**config.mk**
```make
export PLATFORM = sky130hd
export DESIGN_NAME = hsc_top
export DESIGN_NICKNAME = d
export VERILOG_FILES = /design/src/hdl/hsc_pkg.sv /design/src/hdl/hsc_top.sv
export SDC_FILE = /design/constraint.sdc
export NUM_CORES = 1
export LEC_CHECK = 0
export ABC_AREA = 1
export BUFFER_PORTS_ARGS = -buffer_cell sky130_fd_sc_hd__buf_2
export CAP_MARGIN = 20
export CORE_MARGIN = 2
export CORE_UTILIZATION = 55
export CTS_CLUSTER_DIAMETER = 80
export DETAILED_ROUTE_END_ITERATION = 12
export HOLD_SLACK_MARGIN = 0.12
export MAX_ROUTING_LAYER = met4
export PLACE_DENSITY = 0.78
export SKIP_LAST_GASP = 1
export SYNTH_ARGS = -nofsm -noshare
export SYNTH_HDL_FRONTEND = slang
export SYNTH_SLANG_ARGS = --single-unit
```
**constraint.sdc**
```tcl
create_clock -name clk_i -period 4.42 [get_ports clk_i]
set_clock_uncertainty 0.15 [all_clocks]
set_input_delay 0.442 -clock clk_i [delete_from_list [all_inputs] [get_ports clk_i]]
set_output_delay 0.442 -clock clk_i [all_outputs]
set_load 0.1 [all_outputs]
```
**src/hdl/hsc_pkg.sv**
```systemverilog
`default_nettype none
package hsc_pkg;
   // ***************
   // timing
   // ***************
   localparam int unsigned CLK_HZ       = 125_000_000;
   localparam int unsigned CYCLE_TIME_S = 5;
   localparam int unsigned CYCLE_CLKS   = CYCLE_TIME_S * CLK_HZ;
   // ***************
   // register byte addresses
   // ***************
   localparam logic [7:0] A_OPER   = 8'h00;
   localparam logic [7:0] A_CMD    = 8'h04;
   localparam logic [7:0] A_STOP   = 8'h08;
   localparam logic [7:0] A_CAPAB  = 8'h0C;
   localparam logic [7:0] A_STWORD = 8'h10;
   localparam logic [7:0] A_STIN   = 8'h14;
   localparam logic [7:0] A_STVOUT = 8'h18;
   localparam logic [7:0] A_STIOUT = 8'h1C;
   localparam logic [7:0] A_STTEMP = 8'h20;
   localparam logic [7:0] A_STMFR  = 8'h24;
   localparam logic [7:0] A_IDSEL  = 8'h28;
   localparam logic [7:0] A_IDDATA = 8'h2C;
   // ***************
   // fields, codes, reset values
   // ***************
   localparam int         OPER_ON_BIT = 7;
   localparam logic [7:0] OPER_RST    = 8'h80;
   localparam int         CMD_PEC_LSB = 16;
   localparam int         CMD_PEC_EN  = 24;
   localparam int         CMD_GROUP   = 25;
   localparam logic [7:0] C_OPER      = 8'h01;
   localparam logic [7:0] C_CLEAR     = 8'h03;
   localparam logic [7:0] C_CYCLE     = 8'hD9;
   localparam logic [7:0] CAPAB_VAL   = 8'hB0;
   // identity strings, values arbitrary
   localparam logic [31:0] ID_MFR   = 32'h4853_5750;
   localparam logic [31:0] ID_MODEL = 32'h4853_3031;
   localparam logic [31:0] ID_REV   = 32'h5231_4130;
   localparam logic [7:0]  ID_LEN   = 8'h04;
   // ***************
   // synchronised input and latch indices
   // ***************
   localparam int I_UV = 0, I_OV = 1, I_TMR = 2, I_GOOD = 3, I_EN = 4;
   localparam int I_CUR = 5, I_OT = 6, I_FH = 7, I_WARN = 8, N_IN = 15;
   localparam int F_OC = 0, F_OV = 1, F_UV = 2, F_OT = 3, F_FH = 4;
   localparam int F_PEC = 5, W_VINOV = 6, W_VINUV = 7, W_VOUTOV = 8;
   localparam int W_VOUTUV = 9, W_IOC = 10, W_OT = 11, W_PWR = 12;
   localparam int N_LAT = 13;
   typedef enum logic [1:0] {
      HS_OFF   = 2'b00,
      HS_RAMP  = 2'b01,
      HS_GOOD  = 2'b10,
      HS_FAULT = 2'b11
   } hsc_hs_t;
endpackage : hsc_pkg
`default_nettype wire

```
**src/hdl/hsc_top.sv**
```systemverilog
// Implementation choices: the register addresses and the Wishbone slave port.
`timescale 1ns/100ps
`default_nettype none
// How it works
// gate decided by hot swap state machine
// undervoltage keeps gate off despite on request
// cleared on request holds gate low
// on request is bit 7, resets to 1
// writing on bit 0 turns gate off
// uv low or ov high: on bit irrelevant
// status shows whether gate is enabled
// on bit 0 then 1 clears faults, flag
// power cycle: off five seconds, then on
// capability reports speed, pec, alert support
// id strings by block read with count
// six status registers, summary byte and word
// faults only from hot swap sources
// fault: gate off, flag up, good down
// warnings only alert, never touch gate
// faults and warnings latch until cleared
// word low byte equals byte, pointers high
// input status: vin faults, warnings, overpower
// vout, iout, temperature status contents
// clear faults; active conditions set again
// bad pec discards command, sets flag
// group commands execute at stop
// host sends clear faults without data
module hsc_top
   import hsc_pkg::*;
#(
   parameter int unsigned CYCLE_CLKS_P = CYCLE_CLKS
) (
   // clock and reset
   input  wire logic        clk_i,
   input  wire logic        rst_i,
   // wishbone slave
   input  wire logic        wb_cyc_i,
   input  wire logic        wb_stb_i,
   input  wire logic        wb_we_i,
   input  wire logic [7:0]  wb_adr_i,
   input  wire logic [31:0] wb_dat_i,
   input  wire logic [3:0]  wb_sel_i,
   output logic [31:0]      wb_dat_o,
   output logic             wb_ack_o,
   // hot swap pins, asynchronous
   input  wire logic        undervoltage_input_i,
   input  wire logic        overvoltage_input_i,
   input  wire logic        oc_timer_expired_i,
   input  wire logic        output_good_sense_i,
   input  wire logic        enable_i,
   input  wire logic        current_limit_i,
   input  wire logic        overtemp_i,
   input  wire logic        fet_health_bad_i,
   // power monitor threshold results
   input  wire logic [6:0]  warn_i,
   // outputs
   output logic             fet_drive_o,
   output logic             error_flag_o,
   output logic             power_good_out_o,
   output logic [1:0]       multipurpose_outs_o
);
   // ***************
   // state
   // ***************
   typedef struct packed {
      logic [N_IN-1:0]  sync1;    // first synchroniser stage
      logic [N_IN-1:0]  sync2;    // second synchroniser stage
      logic             on_bit;   // host on request
      hsc_hs_t          hs;       // hot swap state
      logic [N_LAT-1:0] latch;    // latched faults and warnings
      logic             err;      // error flag output
      logic             fet;      // gate drive
      logic             pgood;    // power good
      logic [1:0]       mp;       // multipurpose outputs
      logic             cyc_act;  // power cycle running
      logic [29:0]      cyc_cnt;  // power cycle countdown
      logic             pend_v;   // held group command
      logic [7:0]       pend_c;   // held code
      logic [7:0]       pend_d;   // held data
      logic [1:0]       id_sel;   // selected id string
      logic [2:0]       id_ptr;   // block read pointer
      logic             ack;      // bus answer
      logic [31:0]      rdat;     // read data
   } hsc_state_t;

   hsc_state_t st;       // registered state
   hsc_state_t next_st;  // next state

   // ***************
   // helpers
   // ***************
   // smbus crc-8, polynomial x8+x2+x+1
   function automatic logic [7:0] hsc_crc8(input logic [7:0] c,
                                           input logic [7:0] d);
      logic [7:0] r;
      r = c ^ d;
      for (int i = 0; i < 8; i++) begin
         r = r[7] ? ((r << 1) ^ 8'h07) : (r << 1);
      end
      return r;
   endfunction : hsc_crc8

   // block read bytes: count first, then ascii
   function automatic logic [7:0] hsc_id_byte(input logic [1:0] s,
                                              input logic [2:0] p);
      logic [39:0] w;  // count byte, then four characters
      w = {ID_LEN, ((s == 2'h0) ? ID_MFR : (s == 2'h1) ? ID_MODEL : ID_REV)};
      // pointer never passes the last character
      return w[8 * (4 - int'(p)) +: 8];
   endfunction : hsc_id_byte

   // ***************
   // combinational view
   // ***************
   logic [N_IN-1:0]  raw;       // pins gathered
   logic             allow;     // all gate permits present
   logic             hard;      // latch-off fault present
   logic [N_LAT-1:0] cond;      // live fault and warning causes
   logic             taken;     // bus request taken this edge
   logic             wr;        // write taken
   logic [31:0]      wdat;      // write data masked by lanes
   logic             pec_bad;   // pec mismatch on command write
   logic [7:0]       crc;       // computed pec
   logic             ex_v;      // execute a command now
   logic [7:0]       ex_c;      // its code
   logic [7:0]       ex_d;      // its data
   logic             toggle;    // on bit 0 to 1
   logic             clr_all;   // status clear this edge
   logic [7:0]       sbyte;     // summary byte
   logic [7:0]       shi;       // summary word high byte
   logic [7:0]       stin;      // input status
   logic [7:0]       stvout;    // output voltage status
   logic [7:0]       stiout;    // output current status
   logic [7:0]       sttemp;    // temperature status
   logic [7:0]       stmfr;     // device specific status

   assign raw = {warn_i, fet_health_bad_i, overtemp_i, current_limit_i,
                 enable_i, output_good_sense_i, oc_timer_expired_i,
                 overvoltage_input_i, undervoltage_input_i};

   // status views of the latches, then the next state
   always_comb begin
      stin   = {st.latch[F_OV], st.latch[W_VINOV], st.latch[W_VINUV],
                st.latch[F_UV], 3'h0, st.latch[W_PWR]};
      stvout = {1'b0, st.latch[W_VOUTOV], st.latch[W_VOUTUV], 5'h00};
      stiout = {st.latch[F_OC], 1'b0, st.latch[W_IOC], 5'h00};
      sttemp = {st.latch[F_OT], st.latch[W_OT], 6'h00};
      stmfr  = {6'h00, st.latch[F_PEC], st.latch[F_FH]};
      // off bit is live from the gate drive
      sbyte  = {1'b0, ~st.fet, 1'b0, st.latch[F_OC], st.latch[F_UV],
                st.latch[F_OT], st.latch[F_PEC], 1'b0};
      // pointers to detail registers, fet health, power good
      shi    = {|stvout, |stiout, |stin, |stmfr, ~st.pgood,
                st.latch[F_FH], 2'h0};
      // next state starts as a copy of the present one
      next_st = st;
      // two-stage synchronisers
      next_st.sync1 = raw;
      next_st.sync2 = st.sync1;
      // live causes, faults from hot swap only
      cond = '0;
      cond[F_OC]  = st.sync2[I_CUR] & st.sync2[I_TMR];
      cond[F_OV]  = st.sync2[I_OV];
      cond[F_UV]  = ~st.sync2[I_UV];
      cond[F_OT]  = st.sync2[I_OT];
      cond[F_FH]  = st.sync2[I_FH];
      cond[W_PWR:W_VINOV] = st.sync2[I_WARN +: 7];
      // bus request decode
      taken = wb_cyc_i & wb_stb_i & ~st.ack;
      wr    = taken & wb_we_i;
      wdat  = wb_dat_i & {{8{wb_sel_i[3]}}, {8{wb_sel_i[2]}},
                          {8{wb_sel_i[1]}}, {8{wb_sel_i[0]}}};
      crc   = hsc_crc8(8'h00, wdat[7:0]);
      // send-byte clear carries no data byte in its pec
      if (wdat[7:0] != C_CLEAR) begin
         crc = hsc_crc8(crc, wdat[15:8]);
      end
      pec_bad = 1'b0;
      ex_v = 1'b0;
      ex_c = wdat[7:0];
      ex_d = wdat[15:8];
      if (wr && wb_adr_i == A_OPER) begin
         // direct operation write
         ex_v = 1'b1;
         ex_c = C_OPER;
         ex_d = wdat[7:0];
      end else if (wr && wb_adr_i == A_CMD) begin
         if (wdat[CMD_PEC_EN] && crc != wdat[CMD_PEC_LSB +: 8]) begin
            pec_bad = 1'b1;
         end else if (wdat[CMD_GROUP]) begin
            // hold until the stop
            next_st.pend_v = 1'b1;
            next_st.pend_c = wdat[7:0];
            next_st.pend_d = wdat[15:8];
         end else begin
            ex_v = 1'b1;
         end
      end else if (wr && wb_adr_i == A_STOP && st.pend_v) begin
         ex_v = 1'b1;
         ex_c = st.pend_c;
         ex_d = st.pend_d;
         next_st.pend_v = 1'b0;
      end
      cond[F_PEC] = pec_bad;
      // command execution
      toggle = 1'b0;
      clr_all = 1'b0;
      if (ex_v) begin
         case (ex_c)
            C_OPER: begin
               next_st.on_bit = ex_d[OPER_ON_BIT];
               toggle = ~st.on_bit & ex_d[OPER_ON_BIT];
            end
            C_CLEAR: clr_all = 1'b1;
            C_CYCLE: begin
               next_st.cyc_act = 1'b1;
               next_st.cyc_cnt = 30'(CYCLE_CLKS_P - 1);
            end
            default: toggle = 1'b0;  // other codes are ignored
         endcase
      end
      clr_all = clr_all | toggle;
      // power cycle countdown, then on again unaided
      if (st.cyc_act && !(ex_v && ex_c == C_CYCLE)) begin
         if (st.cyc_cnt == 30'h0) begin
            next_st.cyc_act = 1'b0;
         end else begin
            next_st.cyc_cnt = st.cyc_cnt - 30'h1;
         end
      end
      // latches: set wins over clear
      next_st.latch = (st.latch & ~{N_LAT{clr_all}}) | cond;
      // error flag released only by the on toggle
      next_st.err = (st.err & ~toggle) | (|cond[F_FH:F_OC]);
      // hot swap state machine
      allow = st.on_bit & st.sync2[I_UV] & ~st.sync2[I_OV]
              & st.sync2[I_EN] & ~st.cyc_act;
      hard  = cond[F_OC] | cond[F_OT] | cond[F_FH];
      case (st.hs)
         HS_OFF: begin
            if (allow && !hard) begin
               next_st.hs = HS_RAMP;
            end
         end
         HS_RAMP, HS_GOOD: begin
            if (hard) begin
               next_st.hs = HS_FAULT;
            end else if (!allow) begin
               next_st.hs = HS_OFF;
            end else begin
               // follow the output good sense while on
               next_st.hs = st.sync2[I_GOOD] ? HS_GOOD : HS_RAMP;
            end
         end
         HS_FAULT: begin
            // latch-off until faults are cleared
            if (clr_all) begin
               next_st.hs = HS_OFF;
            end
         end
         default: next_st.hs = HS_OFF;
      endcase
      next_st.fet   = (next_st.hs == HS_RAMP) | (next_st.hs == HS_GOOD);
      next_st.pgood = (next_st.hs == HS_GOOD);
      // pin two: any latched bit; pin one: warnings only
      next_st.mp = {|next_st.latch, |next_st.latch[W_PWR:W_VINOV]};
      // bus answer one cycle after the request is taken
      next_st.ack = taken;
      if (taken) begin
         if (wr && wb_adr_i == A_IDSEL) begin
            next_st.id_sel = wdat[1:0];
            next_st.id_ptr = 3'h0;
         end
         case (wb_adr_i)
            A_OPER:   next_st.rdat = {24'h0, st.on_bit, 7'h00};
            A_CAPAB:  next_st.rdat = {24'h0, CAPAB_VAL};
            A_STWORD: next_st.rdat = {16'h0, shi, sbyte};
            A_STIN:   next_st.rdat = {24'h0, stin};
            A_STVOUT: next_st.rdat = {24'h0, stvout};
            A_STIOUT: next_st.rdat = {24'h0, stiout};
            A_STTEMP: next_st.rdat = {24'h0, sttemp};
            A_STMFR:  next_st.rdat = {24'h0, stmfr};
            A_IDSEL:  next_st.rdat = {30'h0, st.id_sel};
            A_IDDATA: begin
               next_st.rdat = {24'h0, hsc_id_byte(st.id_sel,
                                                  st.id_ptr)};
               if (!wb_we_i && st.id_ptr != 3'h4) begin
                  next_st.id_ptr = st.id_ptr + 3'h1;
               end
            end
            default:  next_st.rdat = 32'h0;
         endcase
      end
   end

   // ***************
   // registers
   // ***************
   always_ff @(posedge clk_i) begin
      if (rst_i) begin
         st        <= '0;
         st.on_bit <= OPER_RST[OPER_ON_BIT];
         // supply reads sufficient until the pin has been sampled
         st.sync1[I_UV] <= 1'b1;
         st.sync2[I_UV] <= 1'b1;
      end else begin
         st <= next_st;
      end
   end

   assign wb_dat_o            = st.rdat;
   assign wb_ack_o            = st.ack;
   assign fet_drive_o         = st.fet;
   assign error_flag_o        = st.err;
   assign power_good_out_o    = st.pgood;
   assign multipurpose_outs_o = st.mp;
endmodule : hsc_top
`default_nettype wire

```
==> results.json <==
{
  "synth_top_area_frac": 0.3474,
  "fin_ws_ns": 0.6367,
  "overflow": 0,
  "synth_edf_count": 0,
  "synth_flop_cell": "dfxtp_1",
  "nets": 1103,
  "synth_fa_ha_area_frac": 0.01939,
  "cts_setup_buffers": 0,
  "area_growth_pct": 9.985,
  "port_buffers": 77,
  "h-tree-depth": 3,
  "yosys.area_share.xor_xnor": 0.03548,
  "grt_max_degree": 90,
  "cp.arrival_ns": 3.84,
  "p_leak_uw": 0.003537,
  "rsz0062_at_grt": "no",
  "period_minus_slack_ns": 3.783,
  "grt_use_total": 0.2417,
  "grt_pass1_wl_um": 24320,
  "fp.dieArea_um2": 12620,
  "slew_viol_final": 0,
  "drive_above_1_share": 0.1373,
  "drtPass1Iterations": 5,
  "clock_latency_ns": 0.36,
  "grt_pass1_vias": 5465,
  "end_kind": "flip-flop",
  "fin_crit_sh": 0.8560,
  "finalSetupViolCount": 0,
  "drt.antenna.violating_nets": 0,
  "vias": 5992,
  "yosys_warnings": 0,
  "slew_headroom": 0.4032,
  "hpwl_um": 10920,
  "synthSimpleGateAreaFrac": 0.3377,
  "root_buffer": "clkbuf_16",
  "postLayoutCoreUtil": 0.6216,
  "synth_compound_area_frac": 0.1192,
  "yosysTopAreaCell": "dfxtp_1",
  "initial_core_util": 0.5652,
  "synth_area_per_cell_um2": 6.633,
  "grt_antenna_before_repair": 0,
  "syn_inst": 973,
  "drt-total-wl_um": 14390,
  "max-clock-path-buffers": 2,
  "vias_per_cell": 5.091,
  "ys_seq_area_frac": 0.3474,
  "dieWidth_um": 112.3,
  "async_flop_share": 0,
  "tns_ns": 0,
  "yosys-top-cells-area": "dfxtp_1 35%, nand2_1 13%, inv_1 8.0%",
  "whs_ns": 0.1367,
  "path_class": "input port to flip-flop",
  "rows": 39,
  "dp_slack_ns": 0.3380,
  "cts_tree": "built",
  "hold_path_class": "input port to flip-flop",
  "powerDensity_nw_per_um2": 348.9,
  "drt_iter0_drc": 332,
  "slowest_delay_ns": 0.39,
  "cp_max_fo": 12,
  "fmax_mhz": 264.3,
  "start_kind": "input port",
  "critPathSlowestCell": "ha_1",
  "ios": 102,
  "cts_made_buffers": 9,
  "crit_path_frequent_cell": "nand2_1",
  "hold_viol": 0,
  "maxCapViolCount": 0,
  "cts.sinks": 112,
  "wl_per_cell_um": 12.23,
  "core_area_um2": 11420,
  "globalplace.congestion": 0.9537,
  "status": "complete, no violations",
  "antenna_cells": 0,
  "ir_worst_vdd_uv": 244.9,
  "synth_top_family_by_area": "simple AND/OR/NAND/NOR gates",
  "syn_area_um2": 6454,
  "muxShareOfSynthArea": 0,
  "cts.clk_slew.worst_paths_ns": 0.08,
  "synth.distinct_cells": 48,
  "drc": 0,
  "die_y_um": 112.3,
  "required_ns": 4.48,
  "max_slew.worst_pin.slew_ns": 0.8952,
  "ys_ff_latch": 112
}
cell families after synthesis:
logic type,Yosys count
and+or+nand+nor,489
buffers and inverters,201
AOI/OAI and AO/OA,137
DFF,112
xor gates and xnor gates,23
adders and majority gates,10
other,1
cells in the final DEF, fill, tap and decap left out, types with 2 or more instances in the layout:
cell type	Yosys	layout
ha_1	10	10
clkbuf_16	0	9
buf_4	34	7
nand2_2	16	16
inv_8	0	4
nor3_2	2	2
o21ai_1	2	2
nor2_2	3	3
o21ai_0	37	37
nand3_1	75	75
o211ai_1	6	6
inv_1	138	138
a21oi_1	69	69
nand2_1	228	228
a211oi_1	9	9
buf_2	6	77
xor2_1	12	12
xnor2_1	9	9
clkinv_1	2	2
a221oi_1	2	2
nand2_4	4	4
nand3_2	5	5
o31ai_1	2	2
xnor3_1	2	2
nor3_1	18	18
nor2_1	110	110
nor4_1	6	6
or2_2	3	3
inv_2	4	4
dfxtp_1	112	112
conb_1	1	18
nand4_1	13	13
critical path, delay by kind of cell:
| kind | cells | cell delay [ns] |
|---|---|---|
| adder cells (fa/ha/maj) | 2 | 0.67 |
| buffers and inverters | 3 | 0.45 |
| AO/OA/AOI/OAI | 2 | 0.38 |
| AND/OR/NAND/NOR | 21 | 1.68 |
| XOR/XNOR | 1 | 0.21 |
layout make-up:
cell class | instances | area, um2
clock buffers | 9 | 225.2
clock inverters | 7 | 92.59
fillers | 1099 | 4320
inverters | 144 | 540.5
multi-input cells | 677 | 3371
flip-flops and latches | 112 | 2242
well taps | 143 | 178.9
repair buffers | 85 | 447.9
synthesized netlist by cell type, drive strengths merged, types with 2 or more instances:
master,count
a211oi,9
a21oi,69
a221oi,2
buf,42
clkbuf,15
clkinv,2
dfxtp,112
ha,10
inv,142
nand2,248
nand3,81
nand4,13
nor2,114
nor3,21
nor4,7
o211ai,6
o21ai,40
o31ai,2
or2,3
xnor2,9
xnor3,2
xor2,12
worst paths after layout:
kind	start	endpoint	slack (ns)	cells after the start
max	wb_sel_i[0]	fet_drive_o$_SDFF_PP0_	0.64	29
min	overvoltage_input_i	next_st[108]$_SDFF_PP0_	0.14	3
min reg2reg	next_st[121]$_SDFF_PP0_	cond[12]$_SDFF_PP0_	0.25	2
max reg2reg	wb_ack_o$_SDFF_PP0_	fet_drive_o$_SDFF_PP0_	0.87	18
layer usage:
metal	global-route usage	part of all wire	vias up
li1	-	-	3172
met1	0.3081	0.46	2666
met2	0.3984	0.48	138
met3	0.05022	0.047	16
met4	0.05447	0.014	0
met5	-	0	-
registers in the layout, summed over array words and instances (netlist names):
register	flops
sbyte	4
cond	10
power_good_out_o	1
error_flag_o	1
multipurpose_outs_o	2
wb_dat_o	14
wb_ack_o	1
shi	1
st	62
fet_drive_o	1
next_st	15
stage by stage:
stage                     total power [uW]  instance area [um2]  instances
after floorplan                       1540                 6518        990
after global placement                1625                 6770       1160
after detailed placement              1635                 6770       1160
after CTS                             2494                 7098       1177
after global routing                  2606                 7098       1177
final                                 2477                 7098       1177
power by group:
| part | leakage, uW | total [uW] | internal (uW) | switching (uW) |
|---|---|---|---|---|
| Clock | 0.000158 | 859 | 459 | 400 |
| Combinational | 0.00247 | 552 | 158 | 394 |
| Sequential | 0.000912 | 1070 | 1040 | 21.5 |
| Total | 0.00354 | 2480 | 1660 | 816 |
what timing repair did:
action / CTS / global route
hold buffers: 1 / 0
resized for setup: 0 / 0
hold endpoints to repair: 1 / 0
Power figures use the tool's default switching activity.
